$ cat src/status_led_consts.svh
// timing and pattern constants for the fieldbus status indicator
`ifndef STATUS_LED_CONSTS_SVH
`define STATUS_LED_CONSTS_SVH
`define LED_TICK_NS        50000000
`define LED_CLK_NS         4
`define LED_TICK_CYCLES    (`LED_TICK_NS / `LED_CLK_NS)
`define LED_PHASE_W        5
`define LED_FLICKER_BIT    0
`define LED_BLINK_BIT      2
`define LED_GROUP_LEN      5'h1f
`define LED_FLASHES_NOPORT 3'h3
`define LED_FLASHES_DUPIP  3'h4
`define LED_FLASHES_DHCP   3'h5
`define LED_FLASHES_SINGLE 3'h1
`define LED_COLOR_OFF      2'h0
`define LED_COLOR_GREEN    2'h1
`define LED_COLOR_RED      2'h2
`define LED_COLOR_YELLOW   2'h3
`define LED_SELFTEST_TICKS 5'h08
`endif

$ cat src/status_led_pkg.sv
// types for the fieldbus status indicator
`default_nettype none
package status_led_pkg;
    typedef enum logic [1:0] {
        led_selftest,
        led_run
    } led_phase_type;
endpackage
`default_nettype wire

$ cat src/status_led_indicator.sv
// fieldbus status led drive: module, network and two port link leds
`include "status_led_consts.svh"
`default_nettype none

// Notes on behaviour
// - internal link error holds module led steady red
// - ready and operational holds module led steady green
// - module led is dark while operating only in the off phases of identification flicker
// - comm interruption, bad config or controller stop flickers module led red
// - no controller connection gives single red flashes on module led
// - identification, flash mode or parameter backup pending flickers network led green
// - no ip address keeps network led off
// - module error holds network led steady red
// - port connected with valid ip holds network led steady green
// - all ports unplugged with ip repeats three green flashes
// - duplicate ip repeats four green flashes
// - dhcp sequence repeats five green flashes
// - port link at 100 mbit/s gives steady green
// - activity at 100 mbit/s blinks green
// - link at 10 mbit/s steady yellow, no link off
// - activity at 10 mbit/s blinks yellow
// - modbus tcp server only mode uses a different status scheme
module status_led_indicator
    import status_led_pkg::*;
#(
    parameter int TICK_CYCLES = `LED_TICK_CYCLES
) (
    input  wire logic       clk_sys,             // system clock
    input  wire logic       resetn,              // synchronous reset, active low
    input  wire logic       clk_en,              // clock enable, freezes state when low
    input  wire logic       internal_link_error, // internal link error seen
    input  wire logic       module_ready,        // module ready and operational
    input  wire logic       comm_fault,          // interruption, bad config or controller stop
    input  wire logic       no_controller,       // no connection to network controller
    input  wire logic       modbus_only,         // modbus tcp server only mode
    input  wire logic       identify_active,     // identification or flash mode
    input  wire logic       param_backup_busy,   // parameter backup/restore pending
    input  wire logic       ip_valid,            // ip address assigned
    input  wire logic       module_error,        // error detected on module
    input  wire logic       dup_ip,              // duplicate ip detected
    input  wire logic       dhcp_busy,           // dhcp sequence in progress
    input  wire logic [1:0] port_link,           // link present per port (a=0, b=1)
    input  wire logic [1:0] port_fast,           // 1 = 100 mbit/s, 0 = 10 mbit/s
    input  wire logic [1:0] port_activity,       // activity pulse or level per port
    output logic      [1:0] module_status_led,   // colour code
    output logic      [1:0] network_status_led,  // colour code
    output logic      [1:0] port_a_link_led,     // colour code
    output logic      [1:0] port_b_link_led      // colour code
);

    led_phase_type phase;
    logic [31:0] prescale;
    logic [`LED_PHASE_W-1:0] step;
    logic [`LED_PHASE_W-1:0] selftest_cnt;
    logic [1:0] act_hold;

    function automatic logic flash_on(input logic [`LED_PHASE_W-1:0] s, input logic [2:0] n);
        // two steps per flash, then dark for the rest of the group
        flash_on = (s < {1'b0, n, 1'b0}) && !s[0];
    endfunction

    function automatic logic [1:0] link_color(input logic link, input logic fast, input logic act,
                                              input logic blink);
        if (!link)
            link_color = `LED_COLOR_OFF;
        else if (act && !blink)
            link_color = `LED_COLOR_OFF;
        else if (fast)
            link_color = `LED_COLOR_GREEN;
        else
            link_color = `LED_COLOR_YELLOW;
    endfunction

    wire tick = (prescale == TICK_CYCLES - 1);
    wire flicker = step[`LED_FLICKER_BIT];
    wire blink = step[`LED_BLINK_BIT];
    wire alt_green = step[`LED_BLINK_BIT];

    logic [1:0] next_module;
    logic [1:0] next_network;

    always_comb begin
        if (phase == led_selftest) begin
            next_module = alt_green ? `LED_COLOR_GREEN : `LED_COLOR_RED;
        end else if (modbus_only) begin
            next_module = module_ready ? `LED_COLOR_GREEN : `LED_COLOR_RED;
        end else if (internal_link_error) begin
            next_module = `LED_COLOR_RED;
        end else if (comm_fault) begin
            next_module = flicker ? `LED_COLOR_RED : `LED_COLOR_OFF;
        end else if (no_controller) begin
            next_module = flash_on(step, `LED_FLASHES_SINGLE) ? `LED_COLOR_RED : `LED_COLOR_OFF;
        end else if (identify_active) begin
            next_module = flicker ? `LED_COLOR_GREEN : `LED_COLOR_OFF;
        end else begin
            next_module = `LED_COLOR_GREEN;
        end
    end

    always_comb begin
        if (phase == led_selftest) begin
            next_network = alt_green ? `LED_COLOR_RED : `LED_COLOR_GREEN;
        end else if (modbus_only) begin
            next_network = ip_valid ? `LED_COLOR_GREEN : `LED_COLOR_OFF;
        end else if (module_error) begin
            next_network = `LED_COLOR_RED;
        end else if (identify_active || param_backup_busy) begin
            next_network = flicker ? `LED_COLOR_GREEN : `LED_COLOR_OFF;
        end else if (dhcp_busy) begin
            next_network = flash_on(step, `LED_FLASHES_DHCP) ? `LED_COLOR_GREEN : `LED_COLOR_OFF;
        end else if (!ip_valid) begin
            next_network = `LED_COLOR_OFF;
        end else if (dup_ip) begin
            next_network = flash_on(step, `LED_FLASHES_DUPIP) ? `LED_COLOR_GREEN : `LED_COLOR_OFF;
        end else if (port_link == 2'h0) begin
            next_network = flash_on(step, `LED_FLASHES_NOPORT) ? `LED_COLOR_GREEN : `LED_COLOR_OFF;
        end else begin
            next_network = `LED_COLOR_GREEN;
        end
    end

    always_ff @(posedge clk_sys) begin
        if (!resetn) begin
            prescale <= '0;
            step <= '0;
        end else if (clk_en) begin
            prescale <= tick ? '0 : prescale + 32'h1;
            if (tick)
                step <= (step == `LED_GROUP_LEN) ? '0 : step + 1'b1;
        end
    end

    always_ff @(posedge clk_sys) begin
        if (!resetn) begin
            phase <= led_selftest;
            selftest_cnt <= '0;
        end else if (clk_en && phase == led_selftest && tick) begin
            selftest_cnt <= selftest_cnt + 1'b1;
            if (selftest_cnt == `LED_SELFTEST_TICKS - 1)
                phase <= led_run;
        end
    end

    // activity is held to the end of the current four-step half blink period so short bursts still show
    always_ff @(posedge clk_sys) begin
        if (!resetn) begin
            act_hold <= '0;
        end else if (clk_en) begin
            for (int i = 0; i < 2; i++) begin
                if (port_activity[i])
                    act_hold[i] <= 1'b1;
                else if (tick && step[1:0] == 2'h3)
                    act_hold[i] <= 1'b0;
            end
        end
    end

    always_ff @(posedge clk_sys) begin
        if (!resetn) begin
            module_status_led <= `LED_COLOR_GREEN;
            network_status_led <= `LED_COLOR_RED;
            port_a_link_led <= `LED_COLOR_OFF;
            port_b_link_led <= `LED_COLOR_OFF;
        end else if (clk_en) begin
            module_status_led <= next_module;
            network_status_led <= next_network;
            port_a_link_led <= link_color(port_link[0], port_fast[0], act_hold[0], blink);
            port_b_link_led <= link_color(port_link[1], port_fast[1], act_hold[1], blink);
        end
    end

    link_err_red_a: assert property (@(posedge clk_sys) disable iff (!resetn)
        clk_en && phase == led_run && !modbus_only && internal_link_error |=> module_status_led == `LED_COLOR_RED)
        else $error("module led not red on link error");
    ready_green_a: assert property (@(posedge clk_sys) disable iff (!resetn)
        clk_en && phase == led_run && !modbus_only && !internal_link_error && !comm_fault && !no_controller
        && !identify_active |=> module_status_led == `LED_COLOR_GREEN)
        else $error("module led not green when ready");
    never_dark_a: assert property (@(posedge clk_sys) disable iff (!resetn)
        clk_en && phase == led_run && !modbus_only && !comm_fault && !no_controller && !identify_active
        |=> module_status_led != `LED_COLOR_OFF)
        else $error("module led dark while operating");
    net_red_a: assert property (@(posedge clk_sys) disable iff (!resetn)
        clk_en && phase == led_run && !modbus_only && module_error |=> network_status_led == `LED_COLOR_RED)
        else $error("network led not red on error");
    no_ip_off_a: assert property (@(posedge clk_sys) disable iff (!resetn)
        clk_en && phase == led_run && !modbus_only && !module_error && !identify_active && !param_backup_busy
        && !dhcp_busy && !ip_valid |=> network_status_led == `LED_COLOR_OFF)
        else $error("network led lit without ip");
    net_green_a: assert property (@(posedge clk_sys) disable iff (!resetn)
        clk_en && phase == led_run && !modbus_only && !module_error && !identify_active && !param_backup_busy
        && !dhcp_busy && ip_valid && !dup_ip && port_link != 2'h0 |=> network_status_led == `LED_COLOR_GREEN)
        else $error("network led not green when connected");
    link_off_a: assert property (@(posedge clk_sys) disable iff (!resetn)
        clk_en && !port_link[0] |=> port_a_link_led == `LED_COLOR_OFF)
        else $error("port a led lit without link");
    link_fast_a: assert property (@(posedge clk_sys) disable iff (!resetn)
        clk_en && port_link[1] && port_fast[1] |=> port_b_link_led != `LED_COLOR_YELLOW
        && port_b_link_led != `LED_COLOR_RED)
        else $error("port b led wrong colour at 100");
    slow_yellow_a: assert property (@(posedge clk_sys) disable iff (!resetn)
        clk_en && port_link[0] && !port_fast[0] |=> port_a_link_led != `LED_COLOR_GREEN)
        else $error("port a led green at 10");
    selftest_alt_a: assert property (@(posedge clk_sys) disable iff (!resetn)
        clk_en && phase == led_selftest |=> module_status_led != network_status_led)
        else $error("status leds not alternating in self test");

    // flicker follows step bit 0 one edge later
    flicker_red_a: assert property (@(posedge clk_sys) disable iff (!resetn)
        clk_en && phase == led_run && !modbus_only && !internal_link_error && comm_fault && flicker
        |=> module_status_led == `LED_COLOR_RED)
        else $error("module led not red in flicker");
    flicker_dark_a: assert property (@(posedge clk_sys) disable iff (!resetn)
        clk_en && phase == led_run && !modbus_only && !internal_link_error && comm_fault && !flicker
        |=> module_status_led == `LED_COLOR_OFF)
        else $error("module led not dark in flicker");

    single_lit_a: assert property (@(posedge clk_sys) disable iff (!resetn)
        clk_en && phase == led_run && !modbus_only && !internal_link_error && !comm_fault && no_controller
        && step == '0 |=> module_status_led == `LED_COLOR_RED)
        else $error("single flash missing");
    single_dark_a: assert property (@(posedge clk_sys) disable iff (!resetn)
        clk_en && phase == led_run && !modbus_only && !internal_link_error && !comm_fault && no_controller
        && step != '0 |=> module_status_led == `LED_COLOR_OFF)
        else $error("single flash too long");

    net_flicker_a: assert property (@(posedge clk_sys) disable iff (!resetn)
        clk_en && phase == led_run && !modbus_only && !module_error && (identify_active || param_backup_busy)
        && flicker |=> network_status_led == `LED_COLOR_GREEN)
        else $error("network led not green in flicker");
    net_flicker_dark_a: assert property (@(posedge clk_sys) disable iff (!resetn)
        clk_en && phase == led_run && !modbus_only && !module_error && (identify_active || param_backup_busy)
        && !flicker |=> network_status_led == `LED_COLOR_OFF)
        else $error("network led not dark in flicker");

    // every counted group starts lit at step 0 and is dark past its last flash
    dhcp_lit_a: assert property (@(posedge clk_sys) disable iff (!resetn)
        clk_en && phase == led_run && !modbus_only && !module_error && !identify_active && !param_backup_busy
        && dhcp_busy && step == '0 |=> network_status_led == `LED_COLOR_GREEN)
        else $error("dhcp group not lit");
    dhcp_gap_a: assert property (@(posedge clk_sys) disable iff (!resetn)
        clk_en && phase == led_run && !modbus_only && !module_error && !identify_active && !param_backup_busy
        && dhcp_busy && step >= {1'b0, `LED_FLASHES_DHCP, 1'b0} |=> network_status_led == `LED_COLOR_OFF)
        else $error("dhcp group too long");

    dup_lit_a: assert property (@(posedge clk_sys) disable iff (!resetn)
        clk_en && phase == led_run && !modbus_only && !module_error && !identify_active && !param_backup_busy
        && !dhcp_busy && ip_valid && dup_ip && step == '0 |=> network_status_led == `LED_COLOR_GREEN)
        else $error("duplicate ip group not lit");
    dup_gap_a: assert property (@(posedge clk_sys) disable iff (!resetn)
        clk_en && phase == led_run && !modbus_only && !module_error && !identify_active && !param_backup_busy
        && !dhcp_busy && ip_valid && dup_ip && step >= {1'b0, `LED_FLASHES_DUPIP, 1'b0}
        |=> network_status_led == `LED_COLOR_OFF)
        else $error("duplicate ip group too long");

    noport_lit_a: assert property (@(posedge clk_sys) disable iff (!resetn)
        clk_en && phase == led_run && !modbus_only && !module_error && !identify_active && !param_backup_busy
        && !dhcp_busy && ip_valid && !dup_ip && port_link == 2'h0 && step == '0
        |=> network_status_led == `LED_COLOR_GREEN)
        else $error("unplugged group not lit");
    noport_gap_a: assert property (@(posedge clk_sys) disable iff (!resetn)
        clk_en && phase == led_run && !modbus_only && !module_error && !identify_active && !param_backup_busy
        && !dhcp_busy && ip_valid && !dup_ip && port_link == 2'h0 && step >= {1'b0, `LED_FLASHES_NOPORT, 1'b0}
        |=> network_status_led == `LED_COLOR_OFF)
        else $error("unplugged group too long");

    modbus_ready_a: assert property (@(posedge clk_sys) disable iff (!resetn)
        clk_en && phase == led_run && modbus_only && module_ready |=> module_status_led == `LED_COLOR_GREEN)
        else $error("modbus scheme module led not green");
    modbus_fault_a: assert property (@(posedge clk_sys) disable iff (!resetn)
        clk_en && phase == led_run && modbus_only && !module_ready |=> module_status_led == `LED_COLOR_RED)
        else $error("modbus scheme module led not red");
    modbus_noip_a: assert property (@(posedge clk_sys) disable iff (!resetn)
        clk_en && phase == led_run && modbus_only && !ip_valid |=> network_status_led == `LED_COLOR_OFF)
        else $error("modbus scheme network led lit");

    // activity blanks the lamp in the low half of each blink period
    act_dark_a: assert property (@(posedge clk_sys) disable iff (!resetn)
        clk_en && port_link[0] && act_hold[0] && !blink |=> port_a_link_led == `LED_COLOR_OFF)
        else $error("port a led lit in blink gap");
    fast_lit_a: assert property (@(posedge clk_sys) disable iff (!resetn)
        clk_en && port_link[1] && port_fast[1] && (!act_hold[1] || blink) |=> port_b_link_led == `LED_COLOR_GREEN)
        else $error("port b led not green at 100");
    slow_lit_a: assert property (@(posedge clk_sys) disable iff (!resetn)
        clk_en && port_link[0] && !port_fast[0] && (!act_hold[0] || blink) |=> port_a_link_led == `LED_COLOR_YELLOW)
        else $error("port a led not yellow at 10");

    // enable low must freeze the pattern timers and both status lamps
    freeze_a: assert property (@(posedge clk_sys) disable iff (!resetn)
        !clk_en |=> $stable(step) && $stable(prescale) && $stable(module_status_led) && $stable(network_status_led))
        else $error("state moved with enable low");
    prescale_wrap_a: assert property (@(posedge clk_sys) disable iff (!resetn)
        clk_en && tick |=> prescale == '0)
        else $error("prescaler did not wrap on tick");
    prescale_count_a: assert property (@(posedge clk_sys) disable iff (!resetn)
        clk_en && !tick |=> prescale == $past(prescale) + 32'h1)
        else $error("prescaler skipped a count");
    step_wrap_a: assert property (@(posedge clk_sys) disable iff (!resetn)
        clk_en && tick && step == `LED_GROUP_LEN |=> step == '0)
        else $error("step did not wrap at group end");

    selftest_end_a: assert property (@(posedge clk_sys) disable iff (!resetn)
        clk_en && phase == led_selftest && tick && selftest_cnt == `LED_SELFTEST_TICKS - 1 |=> phase == led_run)
        else $error("self test did not end on time");
    run_stays_a: assert property (@(posedge clk_sys) disable iff (!resetn)
        phase == led_run |=> phase == led_run)
        else $error("self test restarted without reset");

endmodule
`default_nettype wire

$ cat config.mk
export PLATFORM = sky130hd
export DESIGN_NAME = status_led_indicator
export DESIGN_NICKNAME = d
export VERILOG_FILES = /design/src/status_led_pkg.sv /design/src/status_led_indicator.sv
export VERILOG_INCLUDE_DIRS = /design/src
export SDC_FILE = /design/constraint.sdc
export NUM_CORES = 1
export LEC_CHECK = 0
export BUFFER_PORTS_ARGS = -buffer_cell sky130_fd_sc_hd__buf_2
export CAP_MARGIN = 20
export CORE_MARGIN = 5
export CORE_UTILIZATION = 35
export CTS_CLUSTER_SIZE = 12
export DETAILED_ROUTE_END_ITERATION = 8
export GPL_TIMING_DRIVEN = 0
export SLEW_MARGIN = 30
export SYNTH_ARGS = -nofsm -noshare
export SYNTH_HDL_FRONTEND = slang
export SYNTH_SLANG_ARGS = --single-unit
$ cat constraint.sdc
create_clock -name clk_sys -period 3.3 [get_ports clk_sys]
set_clock_uncertainty 0.05 [all_clocks]
set_input_delay 0.495 -clock clk_sys [delete_from_list [all_inputs] [get_ports clk_sys]]
set_output_delay 0.495 -clock clk_sys [all_outputs]
set_load 0.1 [all_outputs]
==> impl_metrics.json, run 1 <==
{
  "synth_warnings": 0,
  "fillers": 781,
  "grt_pass1_wl_mm": 9.43,
  "floorplan.die_area_sq_um": 9320,
  "htree_levels": 2,
  "fin_crit_ps": 2540,
  "synth_fp_nets": 332,
  "hpwl_mm": 4.15,
  "timing.critical_path.fanout_max": 10,
  "unrepaired_setup_endpoints_after_global_routing": "no",
  "route.detailed.wl_per_inst_um": 12.7,
  "final_nets": 365,
  "worst-endpoint-required_ps": 3450,
  "timing.final.setup_violations": 0,
  "layout_worst_path_cycle_share": 0.771,
  "syn-instance-count": 308,
  "initial_utilization": 0.360,
  "clock_tree.root_cell": "sky130_fd_sc_hd__clkbuf_8",
  "synth_cell_type_count": 48,
  "timing.critical_path.to": "prescale[26]",
  "cp_cell_sequence": "ha_1 > and4_1 > clkbuf_1 > nand2_1 > or4_1 > buf_2 > nand2_1 > buf_2 > nor2_1",
  "cts-buffers-inserted": 5,
  "groute.usage.overall": 0.128,
  "drt-total-wl_mm": 5.61,
  "gr-usage-met2": 0.211,
  "hp-class": "primary input to flop",
  "grt_start_max_net_pins": 17,
  "ant_nets": 0,
  "synth-async-reset-ratio": 0,
  "number_of_global_route_vias_before_repair": 2046,
  "gp_routability_congestion": 0.813,
  "flow.area_growth_from_synthesis_pct": 13.0,
  "regToRegSetupSlack_ps": 760,
  "top_usage_layer": "met2",
  "cts_tree": "done",
  "timing_worst_setup_path_type": "flop to flop",
  "dp_cells": 433,
  "kind_of_capture_point_of_the_worst_setup_path": "flop",
  "cts.reportedPaths.clkPinSlew_ps": 100,
  "post_route_cells_drive_above_1_share": 0.123,
  "post-route-drc-count": 0,
  "critical-path-slowest-cell": "sky130_fd_sc_hd__or4_1",
  "rr_startpoint": "prescale[0]",
  "crit-reg2reg-capture": "prescale[26]",
  "post_cts_buffers": 0,
  "critical-path-max-stage-delay_ps": 450,
  "grt_overflow": 0,
  "die-width_um": 96.6,
  "antenna-diode-count": 0,
  "die_height_um": 96.6,
  "relative_contribution_of_sequential_cells_to_total_power": 0.582,
  "synthFlopType": "sky130_fd_sc_hd__dfxtp_1",
  "max_freq_ghz": 0.393,
  "finalHoldViolCount": 0,
  "synthesis.area_per_instance_sq_um": 8.51,
  "combined_area_of_all_synthesized_cells_sq_um": 2620,
  "max_cap_viol_count": 0,
  "p_leak_nw": 1.05,
  "switching_power_uw": 298,
  "cts.hold.buffers_added": 0,
  "gr-usage-met3": 0.0333,
  "combinationalPowerShare": 0.093,
  "port-buffer-count": 26,
  "final_cell_count_no_fill": 441,
  "dr_vias": 2240,
  "synth-seq-area-share": 0.405,
  "switching_share": 0.265,
  "r2r_cell_count": 9,
  "run_status": "finished, final reports clean",
  "max_slew.worst_pin.slew_ps": 788,
  "total_power_mw": 1.13,
  "cts_max_path_buffers": 2,
  "internal-power_uw": 829,
  "num_rows": 31,
  "postSynthRegisterBits": 53,
  "1st_iter_drt_viols": 71,
  "boundaryPins": 28,
  "max-slew-margin-rel": 0.470,
  "insertion_delay_ps": 310,
  "clkPwrFrac": 0.325,
  "synth-edff-count": 0,
  "critical_path.startpoint_type": "flop",
  "drtPass1Iterations": 4,
  "globalRouteMet1Util": 0.168,
  "final-max-slew-violation-count": 0,
  "core_area_sq_um": 7290,
  "crit_start": "prescale[0]",
  "ir_worst_vdd_uv": 140,
  "numClockSinks": 53,
  "avgViaCountPerCell": 5.08,
  "grt_antenna_before_repair": 0,
  "cts_resized": 0,
  "power_density_nw_per_um2": 380,
  "critical_path_arrival_ps": 2690,
  "tns_ps": 0
}
==> per-layer routing <==
| layer | routed length [um] | vias up |
|---|---|---|
| met4 | 51 | 0 |
| met3 | 290 | 7 |
| met5 | 0 | - |
| met1 | 2770 | 1037 |
| met2 | 2500 | 35 |
| li1 | - | 1161 |
==> area by class of cell <==
| cell class | count | area (sq um) | share of cell area |
|---|---|---|---|
| Buffer | 16 | 72.6 | 0.0245 |
| Clock buffer | 6 | 72.6 | 0.0245 |
| Clock inverter | 2 | 15.0 | 0.00507 |
| Inverter | 8 | 30.0 | 0.0101 |
| Multi-Input combinational cell | 231 | 1460 | 0.492 |
| Sequential cell | 53 | 1060 | 0.358 |
| Tap cell | 99 | 124 | 0.0418 |
| Timing Repair Buffer | 26 | 130 | 0.0439 |
==> through the flow <==
| step | hold WS [ps] | setup slack, ps | util | cell area [sq um] |
|---|---|---|---|---|
| final | 370 | 755 | 0.406 | 2960 |
| after global routing | 362 | 441 | 0.406 | 2960 |
| after CTS | 363 | 705 | 0.406 | 2960 |
| after detailed placement | 413 | 697 | 0.394 | 2880 |
| after global placement | 405 | 658 | 0.394 | 2880 |
| after floorplan | 392 | 1040 | - | 2620 |
==> power groups by stage <==
stage / Clock (mW) / Sequential (mW) / Combinational, mW
5_1_grt: 0.408 / 0.657 / 0.115
4_1_cts: 0.383 / 0.656 / 0.107
6_report: 0.367 / 0.656 / 0.105
3_3_place_gp: 0 / 0.670 / 0.107
3_5_place_dp: 0 / 0.671 / 0.106
2_1_floorplan: 0 / 0.711 / 0.0348
==> placed cells by master, fill, tap and decap left out, drive strengths merged, types with 4 or more instances in the layout <==
master / n
or4: 7
a21oi: 4
clkbuf: 16
xnor2: 15
and3: 4
nand2: 22
nor4: 8
nand3: 12
a21boi: 10
nor2b: 8
ha: 4
buf: 32
and4: 7
xor2: 13
o21ai: 14
nand4: 11
nor3: 8
inv: 8
nor2: 41
dfxtp: 53
mux2i: 5
and2: 4
==> cell usage after synthesis, drive strengths merged, types with 2 or more instances <==
| master | count | area [sq um] |
|---|---|---|
| a211oi | 3 | 22.5 |
| a21boi | 10 | 75.1 |
| a21oi | 4 | 20.0 |
| a31oi | 2 | 12.5 |
| a32o | 2 | 20.0 |
| and2 | 4 | 25.0 |
| and3 | 4 | 25.0 |
| and4 | 7 | 61.3 |
| buf | 6 | 35.0 |
| clkbuf | 10 | 37.5 |
| dfxtp | 53 | 1060 |
| ha | 4 | 50.1 |
| inv | 8 | 30.0 |
| mux2i | 5 | 50.1 |
| nand2 | 22 | 82.6 |
| nand2b | 3 | 18.8 |
| nand3 | 12 | 60.1 |
| nand4 | 11 | 68.8 |
| nor2 | 41 | 154 |
| nor2b | 8 | 50.1 |
| nor3 | 8 | 40.0 |
| nor3b | 2 | 15.0 |
| nor4 | 8 | 50.1 |
| nor4b | 2 | 23.8 |
| o211ai | 2 | 15.0 |
| o21a | 2 | 15.0 |
| o21ai | 14 | 70.1 |
| o31ai | 2 | 15.0 |
| or3 | 2 | 12.5 |
| or4 | 7 | 52.6 |
| xnor2 | 15 | 131 |
| xor2 | 13 | 114 |
==> registers in the layout, summed over array words and instances (netlist names) <==
register            flops
port_b_link_led         2
selftest_cnt            5
port_a_link_led         2
network_status_led      2
phase                   1
step                    5
act_hold                2
prescale               32
module_status_led       2
==> kinds of logic after synthesis <==
| logic type | share of synthesized area |
|---|---|
| DFF | 0.405 |
| xor gates and xnor gates | 0.0935 |
| buffers and inverters | 0.0391 |
| muxes | 0.0191 |
| AOI/OAI and AO/OA | 0.126 |
| and+or+nand+nor | 0.299 |
| adders and majority gates | 0.0191 |
==> worst min path at each step <==
stage,slack (ps),cells after the start,to,start
detailed placement,410,1,act_hold[0],act_hold[0]
global route,360,2,act_hold[0],port_activity[0]
global placement,400,1,act_hold[1],act_hold[1]
CTS,360,2,act_hold[0],port_activity[0]
finish,370,2,act_hold[0],port_activity[0]
floorplan,390,1,act_hold[0],act_hold[0]
==> critical path: cells and delay by family (launching register included) <==
kind	cells	cell delay, ps
and+or+nand+nor	5	1050
buffers and inverters	3	730
DFF	1	390
adders and majority gates	1	210
Power figures use the tool's default switching activity.
==> run 2: changes to the inputs <==
Clock period 3.3 ns to 2.2 ns, I/O delays scaled along.
==> run 2 against run 1 <==
Clock power grew 49%. Routed wire length grew 6.2%. Register-to-register slack lost 710 ps. Critical endpoint is now act_hold[1].
==> impl_metrics.json, run 2 (synthesis results as in run 1) <==
{
  "route.top_layer_used": "met4",
  "critical-path-max-stage-delay_ps": 580,
  "grt_overflow": 0,
  "layout_worst_path_cycle_share": 0.979,
  "mostFrequentLayoutCells": "sky130_fd_sc_hd__nor2_1 (41), sky130_fd_sc_hd__dfxtp_1 (38), sky130_fd_sc_hd__buf_2 (26)",
  "internal-power_mw": 1.25,
  "timing.critical_path.fanout_max": 8,
  "wl_met1_mm": 2.93,
  "hpwl_mm": 4.25,
  "grt_antenna_before_repair": 0,
  "fin_worst_hold_slack_ps": 225,
  "combinationalPowerShare": 0.100,
  "core_area_sq_um": 7290,
  "post_detailed_placement_cell_area_sq_um": 2880,
  "cp_cell_sequence": "ha_4 > and4_1 > clkbuf_8 > nand2_2 > or4_4 > buf_8 > o21a_1 > a32o_1",
  "boundaryPins": 28,
  "ir_worst_vdd_uv": 307,
  "critical-path-slowest-cell": "sky130_fd_sc_hd__or4_4",
  "groute.usage.overall": 0.135,
  "die-width_um": 96.6,
  "number_of_global_route_vias_before_repair": 2173,
  "fin_util": 0.435,
  "cts.reportedPaths.clkPinSlew_ps": 100,
  "post-route-drc-count": 0,
  "critical_path_arrival_ps": 2300,
  "route.detailed.wl_per_inst_um": 13.2,
  "crit_buf_inv": 2,
  "switching_share": 0.265,
  "total_power_mw": 1.69,
  "numClockSinks": 53,
  "final-max-slew-violation-count": 0,
  "run_status": "finished, final reports clean",
  "critical_path.startpoint_type": "flop",
  "floorplan.die_area_sq_um": 9320,
  "rr_startpoint": "prescale[0]",
  "switching_power_uw": 448,
  "routed_length_on_met2_mm": 2.69,
  "timing_worst_setup_path_type": "flop to flop",
  "whs_path_depth": 2,
  "hold_end": "act_hold[0]",
  "relative_contribution_of_sequential_cells_to_total_power": 0.578,
  "worstHoldStart": "port_activity[0]",
  "1st_iter_drt_viols": 87,
  "worst-endpoint-required_ps": 2350,
  "hp-class": "primary input to flop",
  "insertion_delay_ps": 300,
  "tns_ps": 0,
  "crit-reg2reg-capture": "act_hold[1]",
  "max-slew-margin-rel": 0.513,
  "cts_max_path_buffers": 2,
  "biggest_regs": "prescale x32, selftest_cnt x5, step x5",
  "p_leak_nw": 1.13,
  "drt-total-wl_mm": 5.96,
  "fillers": 774,
  "initial_utilization": 0.360,
  "cpLargestDelayFamily": "simple AND/OR/NAND/NOR gates",
  "die_height_um": 96.6,
  "num_rows": 31,
  "kind_of_capture_point_of_the_worst_setup_path": "flop",
  "clkPwrFrac": 0.322,
  "gp_routability_congestion": 0.811,
  "largest_register_ff_count": 32,
  "cts_tree": "done",
  "unrepaired_setup_endpoints_after_global_routing": "yes",
  "max_cap_viol_count": 0,
  "crit_start": "prescale[0]",
  "drtPass1Iterations": 4,
  "regToRegSetupSlack_ps": 50,
  "grt_start_max_net_pins": 17,
  "register_name_with_the_most_flops": "prescale",
  "power_density_nw_per_um2": 534,
  "cts-buffers-inserted": 5,
  "flow.area_growth_from_synthesis_pct": 20.9,
  "ant_nets": 0,
  "final_nets": 374,
  "mostFrequentLayoutCell": "sky130_fd_sc_hd__nor2_1",
  "max_slew.worst_pin.slew_ps": 725,
  "finalHoldViolCount": 0,
  "fin_crit_ps": 2150,
  "clock_tree.root_cell": "sky130_fd_sc_hd__clkbuf_8",
  "r2r_cell_count": 8,
  "port-buffer-count": 26,
  "dr_vias": 2281,
  "max_freq_ghz": 0.464,
  "timing.final.setup_violations": 0,
  "avgViaCountPerCell": 5.07,
  "htree_levels": 2,
  "post_route_cells_drive_above_1_share": 0.231,
  "antenna-diode-count": 0,
  "final_design_area_no_fill_sq_um": 3170,
  "grt_pass1_wl_mm": 10.0,
  "met3WireLength_um": 287
}
run 2: changes by cell type in the layout (fill, tap and decap cells not counted), sizes merged:
cell    before  now
buf         32   40
clkbuf      16   17
run 2: worst reg2reg max path, stage by stage, from the launching register on:
cell	delay (ps)
sky130_fd_sc_hd__dfxtp_2	360
sky130_fd_sc_hd__ha_4	140
sky130_fd_sc_hd__and4_1	170
sky130_fd_sc_hd__clkbuf_8	140
sky130_fd_sc_hd__nand2_2	50
sky130_fd_sc_hd__or4_4	580
sky130_fd_sc_hd__buf_8	170
sky130_fd_sc_hd__o21a_1	180
sky130_fd_sc_hd__a32o_1	210
run 2: final cells by class:
cell class                 count  area (sq um)  share of cell area
buffer                        15          92.6              0.0292
clock inverter                 2          15.0             0.00474
multi-input combinational    231          1540               0.486
timing repair buffer          36           203              0.0639
inverter                       8          30.0             0.00947
clock buffer                   6          72.6              0.0229
sequential                    53          1090               0.345
tap                           99           124              0.0391
run 2: how the worst max path moves through the flow:
stage	endpoint	slack, ps	cells past startpoint
4_1_cts	prescale[25]	3	6
2_1_floorplan	selftest_cnt[4]	3	8
5_1_grt	prescale[25]	-60	7
3_5_place_dp	prescale[6]	-310	9
6_report	act_hold[1]	50	8
3_3_place_gp	prescale[10]	-290	9
run 2: timing repair:
item / in CTS / in global routing
pin swaps: 7 / 10
setup endpoints to repair: 44 / 35
hold buffers: 0 / 0
buffers inserted: 3 / 7
gates cloned: 0 / 0
gates resized for setup: 29 / 19
run 2: through the flow:
step | cells | setup WS [ps]
floorplan | 308 | 3.11
finish | 450 | 46.1
global route | 450 | -58.8
detailed placement | 433 | -313
global placement | 433 | -287
CTS | 444 | 3.06
run 2: per-layer routing:
metal,up-vias,track usage
met5,-,0
met4,0,0.0315
met3,5,0.0279
met2,34,0.227
met1,1063,0.177
li1,1179,-
run 2: power by group through the flow:
stage / Combinational [mW] / Clock [mW] / Sequential [mW]
floorplan: 0.0522 / 0 / 1.07
global placement: 0.160 / 0 / 1.01
detailed placement: 0.160 / 0 / 1.01
CTS: 0.170 / 0.573 / 0.984
global route: 0.185 / 0.618 / 0.981
finish: 0.170 / 0.545 / 0.978
==> run 3: changes to the inputs <==
Settings changed: CORE_MARGIN 5 to default, CORE_UTILIZATION 35 to 45, PLACE_DENSITY from default to 0.66, SETUP_SLACK_MARGIN from default to 0.2.
==> run 3 against run 2 <==
Total power increased by 1.3%. Highest routed layer unchanged. Critical endpoint unchanged. Sequential power is essentially flat. Register-to-register slack worse by 30 ps. Hold slack got worse by 5.2 ps. Setup slack lost 31 ps. Combinational power increased by 9%. Sequential cell count is the same. Fmax fell by 1.4%. Clock power increased by 1%. Largest cell class unchanged. Clock-buffer cell count unchanged. Final area rose by 6.3%.
==> impl_metrics.json, run 3 (synthesis results as in run 1) <==
{
  "run_status": "finished, final reports clean",
  "die-width_um": 78.3,
  "p_leak_nw": 1.25,
  "kind_of_capture_point_of_the_worst_setup_path": "flop",
  "critical_path_arrival_ps": 2340,
  "biggest_regs": "prescale x32, selftest_cnt x5, step x5",
  "fillers": 500,
  "avgViaCountPerCell": 5.43,
  "port-buffer-count": 26,
  "mostFrequentLayoutCell": "sky130_fd_sc_hd__nor2_1",
  "crit_buf_inv": 3,
  "finalHoldViolCount": 0,
  "final_nets": 388,
  "grt_antenna_before_repair": 0,
  "critical-path-max-stage-delay_ps": 520,
  "cts_tree": "done",
  "critical_path.startpoint_type": "flop",
  "floorplan.die_area_sq_um": 6140,
  "groute.usage.overall": 0.207,
  "grt_overflow": 0,
  "hpwl_mm": 4.11,
  "max_slew.worst_pin.slew_ps": 712,
  "core_area_sq_um": 5570,
  "antenna-diode-count": 0,
  "timing.final.setup_violations": 0,
  "ir_worst_vdd_uv": 360,
  "power_density_nw_per_um2": 509,
  "timing.critical_path.fanout_max": 8,
  "mostFrequentLayoutCells": "sky130_fd_sc_hd__nor2_1 (40), sky130_fd_sc_hd__dfxtp_1 (38), sky130_fd_sc_hd__buf_2 (27)",
  "boundaryPins": 28,
  "1st_iter_drt_viols": 73,
  "drt-total-wl_mm": 6.15,
  "fin_worst_hold_slack_ps": 220,
  "final_design_area_no_fill_sq_um": 3370,
  "post_route_cells_drive_above_1_share": 0.271,
  "die_height_um": 78.3,
  "grt_pass1_wl_mm": 10.1,
  "timing_worst_setup_path_type": "flop to flop",
  "numClockSinks": 53,
  "largest_register_ff_count": 32,
  "total_power_mw": 1.72,
  "post_detailed_placement_cell_area_sq_um": 2880,
  "max-slew-margin-rel": 0.522,
  "insertion_delay_ps": 310,
  "max_freq_ghz": 0.458,
  "drtPass1Iterations": 4,
  "critical-path-slowest-cell": "sky130_fd_sc_hd__or4_4",
  "clock_tree.root_cell": "sky130_fd_sc_hd__clkbuf_8",
  "ant_nets": 0,
  "register_name_with_the_most_flops": "prescale",
  "max_cap_viol_count": 0,
  "fin_crit_ps": 2180,
  "post-route-drc-count": 0,
  "hp-class": "primary input to flop",
  "fin_util": 0.605,
  "dr_vias": 2372,
  "gp_routability_congestion": 0.788,
  "unrepaired_setup_endpoints_after_global_routing": "yes",
  "htree_levels": 2,
  "cts-buffers-inserted": 5,
  "cts_max_path_buffers": 2,
  "cp_cell_sequence": "ha_4 > and4_1 > buf_6 > nand2_2 > or4_4 > buf_8 > buf_8 > o21a_1 > a32o_1",
  "number_of_global_route_vias_before_repair": 2197,
  "initial_utilization": 0.470,
  "route.detailed.wl_per_inst_um": 14.1,
  "final-max-slew-violation-count": 0,
  "flow.area_growth_from_synthesis_pct": 28.5,
  "critical_path.most_common_cell": "sky130_fd_sc_hd__buf_8",
  "layout_worst_path_cycle_share": 0.993,
  "num_rows": 27,
  "cts.reportedPaths.clkPinSlew_ps": 100,
  "cpLargestDelayFamily": "simple AND/OR/NAND/NOR gates",
  "worst-endpoint-required_ps": 2360,
  "grt_start_max_net_pins": 17
}
run 3: cell type report:
cell class / instances / area, sq um / area share
Multi-Input combinational cell: 231 / 1600 / 0.474
Sequential cell: 53 / 1090 / 0.325
Timing Repair Buffer: 49 / 347 / 0.103
Buffer: 16 / 124 / 0.0367
Tap cell: 72 / 90.1 / 0.0267
Clock buffer: 6 / 72.6 / 0.0215
Inverter: 8 / 30.0 / 0.00891
Clock inverter: 2 / 15.0 / 0.00445
run 3: worst paths after layout:
check,start,endpoint,slack [ps],cells past startpoint
worst max-delay path,prescale[0],act_hold[1],20,9
worst min-delay path,port_activity[0],act_hold[0],220,2
worst max register to register,prescale[0],act_hold[1],20,9
worst min register to register,act_hold[0],act_hold[0],430,1
run 3: where the power goes:
group          internal, mW  switching (mW)  total [mW]
clock                 0.225           0.326       0.551
combinational        0.0640           0.121       0.185
sequential            0.969         0.00997       0.979
run 3: metrics by stage:
step	std cells	setup WS [ps]	TNS [ps]
floorplan	308	180	0
global placement	406	-141	-2600
detailed placement	406	-196	-3630
CTS	423	53.4	0
global route	437	-71.3	-656
finish	437	15.5	0
run 3: what timing repair did:
action | in CTS | in global routing
buffers inserted | 9 | 12
gates cloned | 0 | 2
setup endpoints to repair | 45 | 40
gates resized for setup | 27 | 27
hold buffers | 0 | 0
pin swaps | 7 | 17
run 3: worst register-to-register path: stages (launching register included):
cell and delay [ps]:
sky130_fd_sc_hd__dfxtp_4 370, sky130_fd_sc_hd__ha_4 130, sky130_fd_sc_hd__and4_1 180, sky130_fd_sc_hd__buf_6 120, sky130_fd_sc_hd__nand2_2 50, sky130_fd_sc_hd__or4_4 520, sky130_fd_sc_hd__buf_8 150, sky130_fd_sc_hd__buf_8 120
sky130_fd_sc_hd__o21a_1 200, sky130_fd_sc_hd__a32o_1 200
run 3: routing by layer:
metal,share of wire,vias up,global-route usage
met1,0.49,1132,0.270
li1,-,1204,-
met4,0.0044,0,0.0593
met2,0.47,34,0.349
met3,0.035,2,0.0372
met5,0,-,0
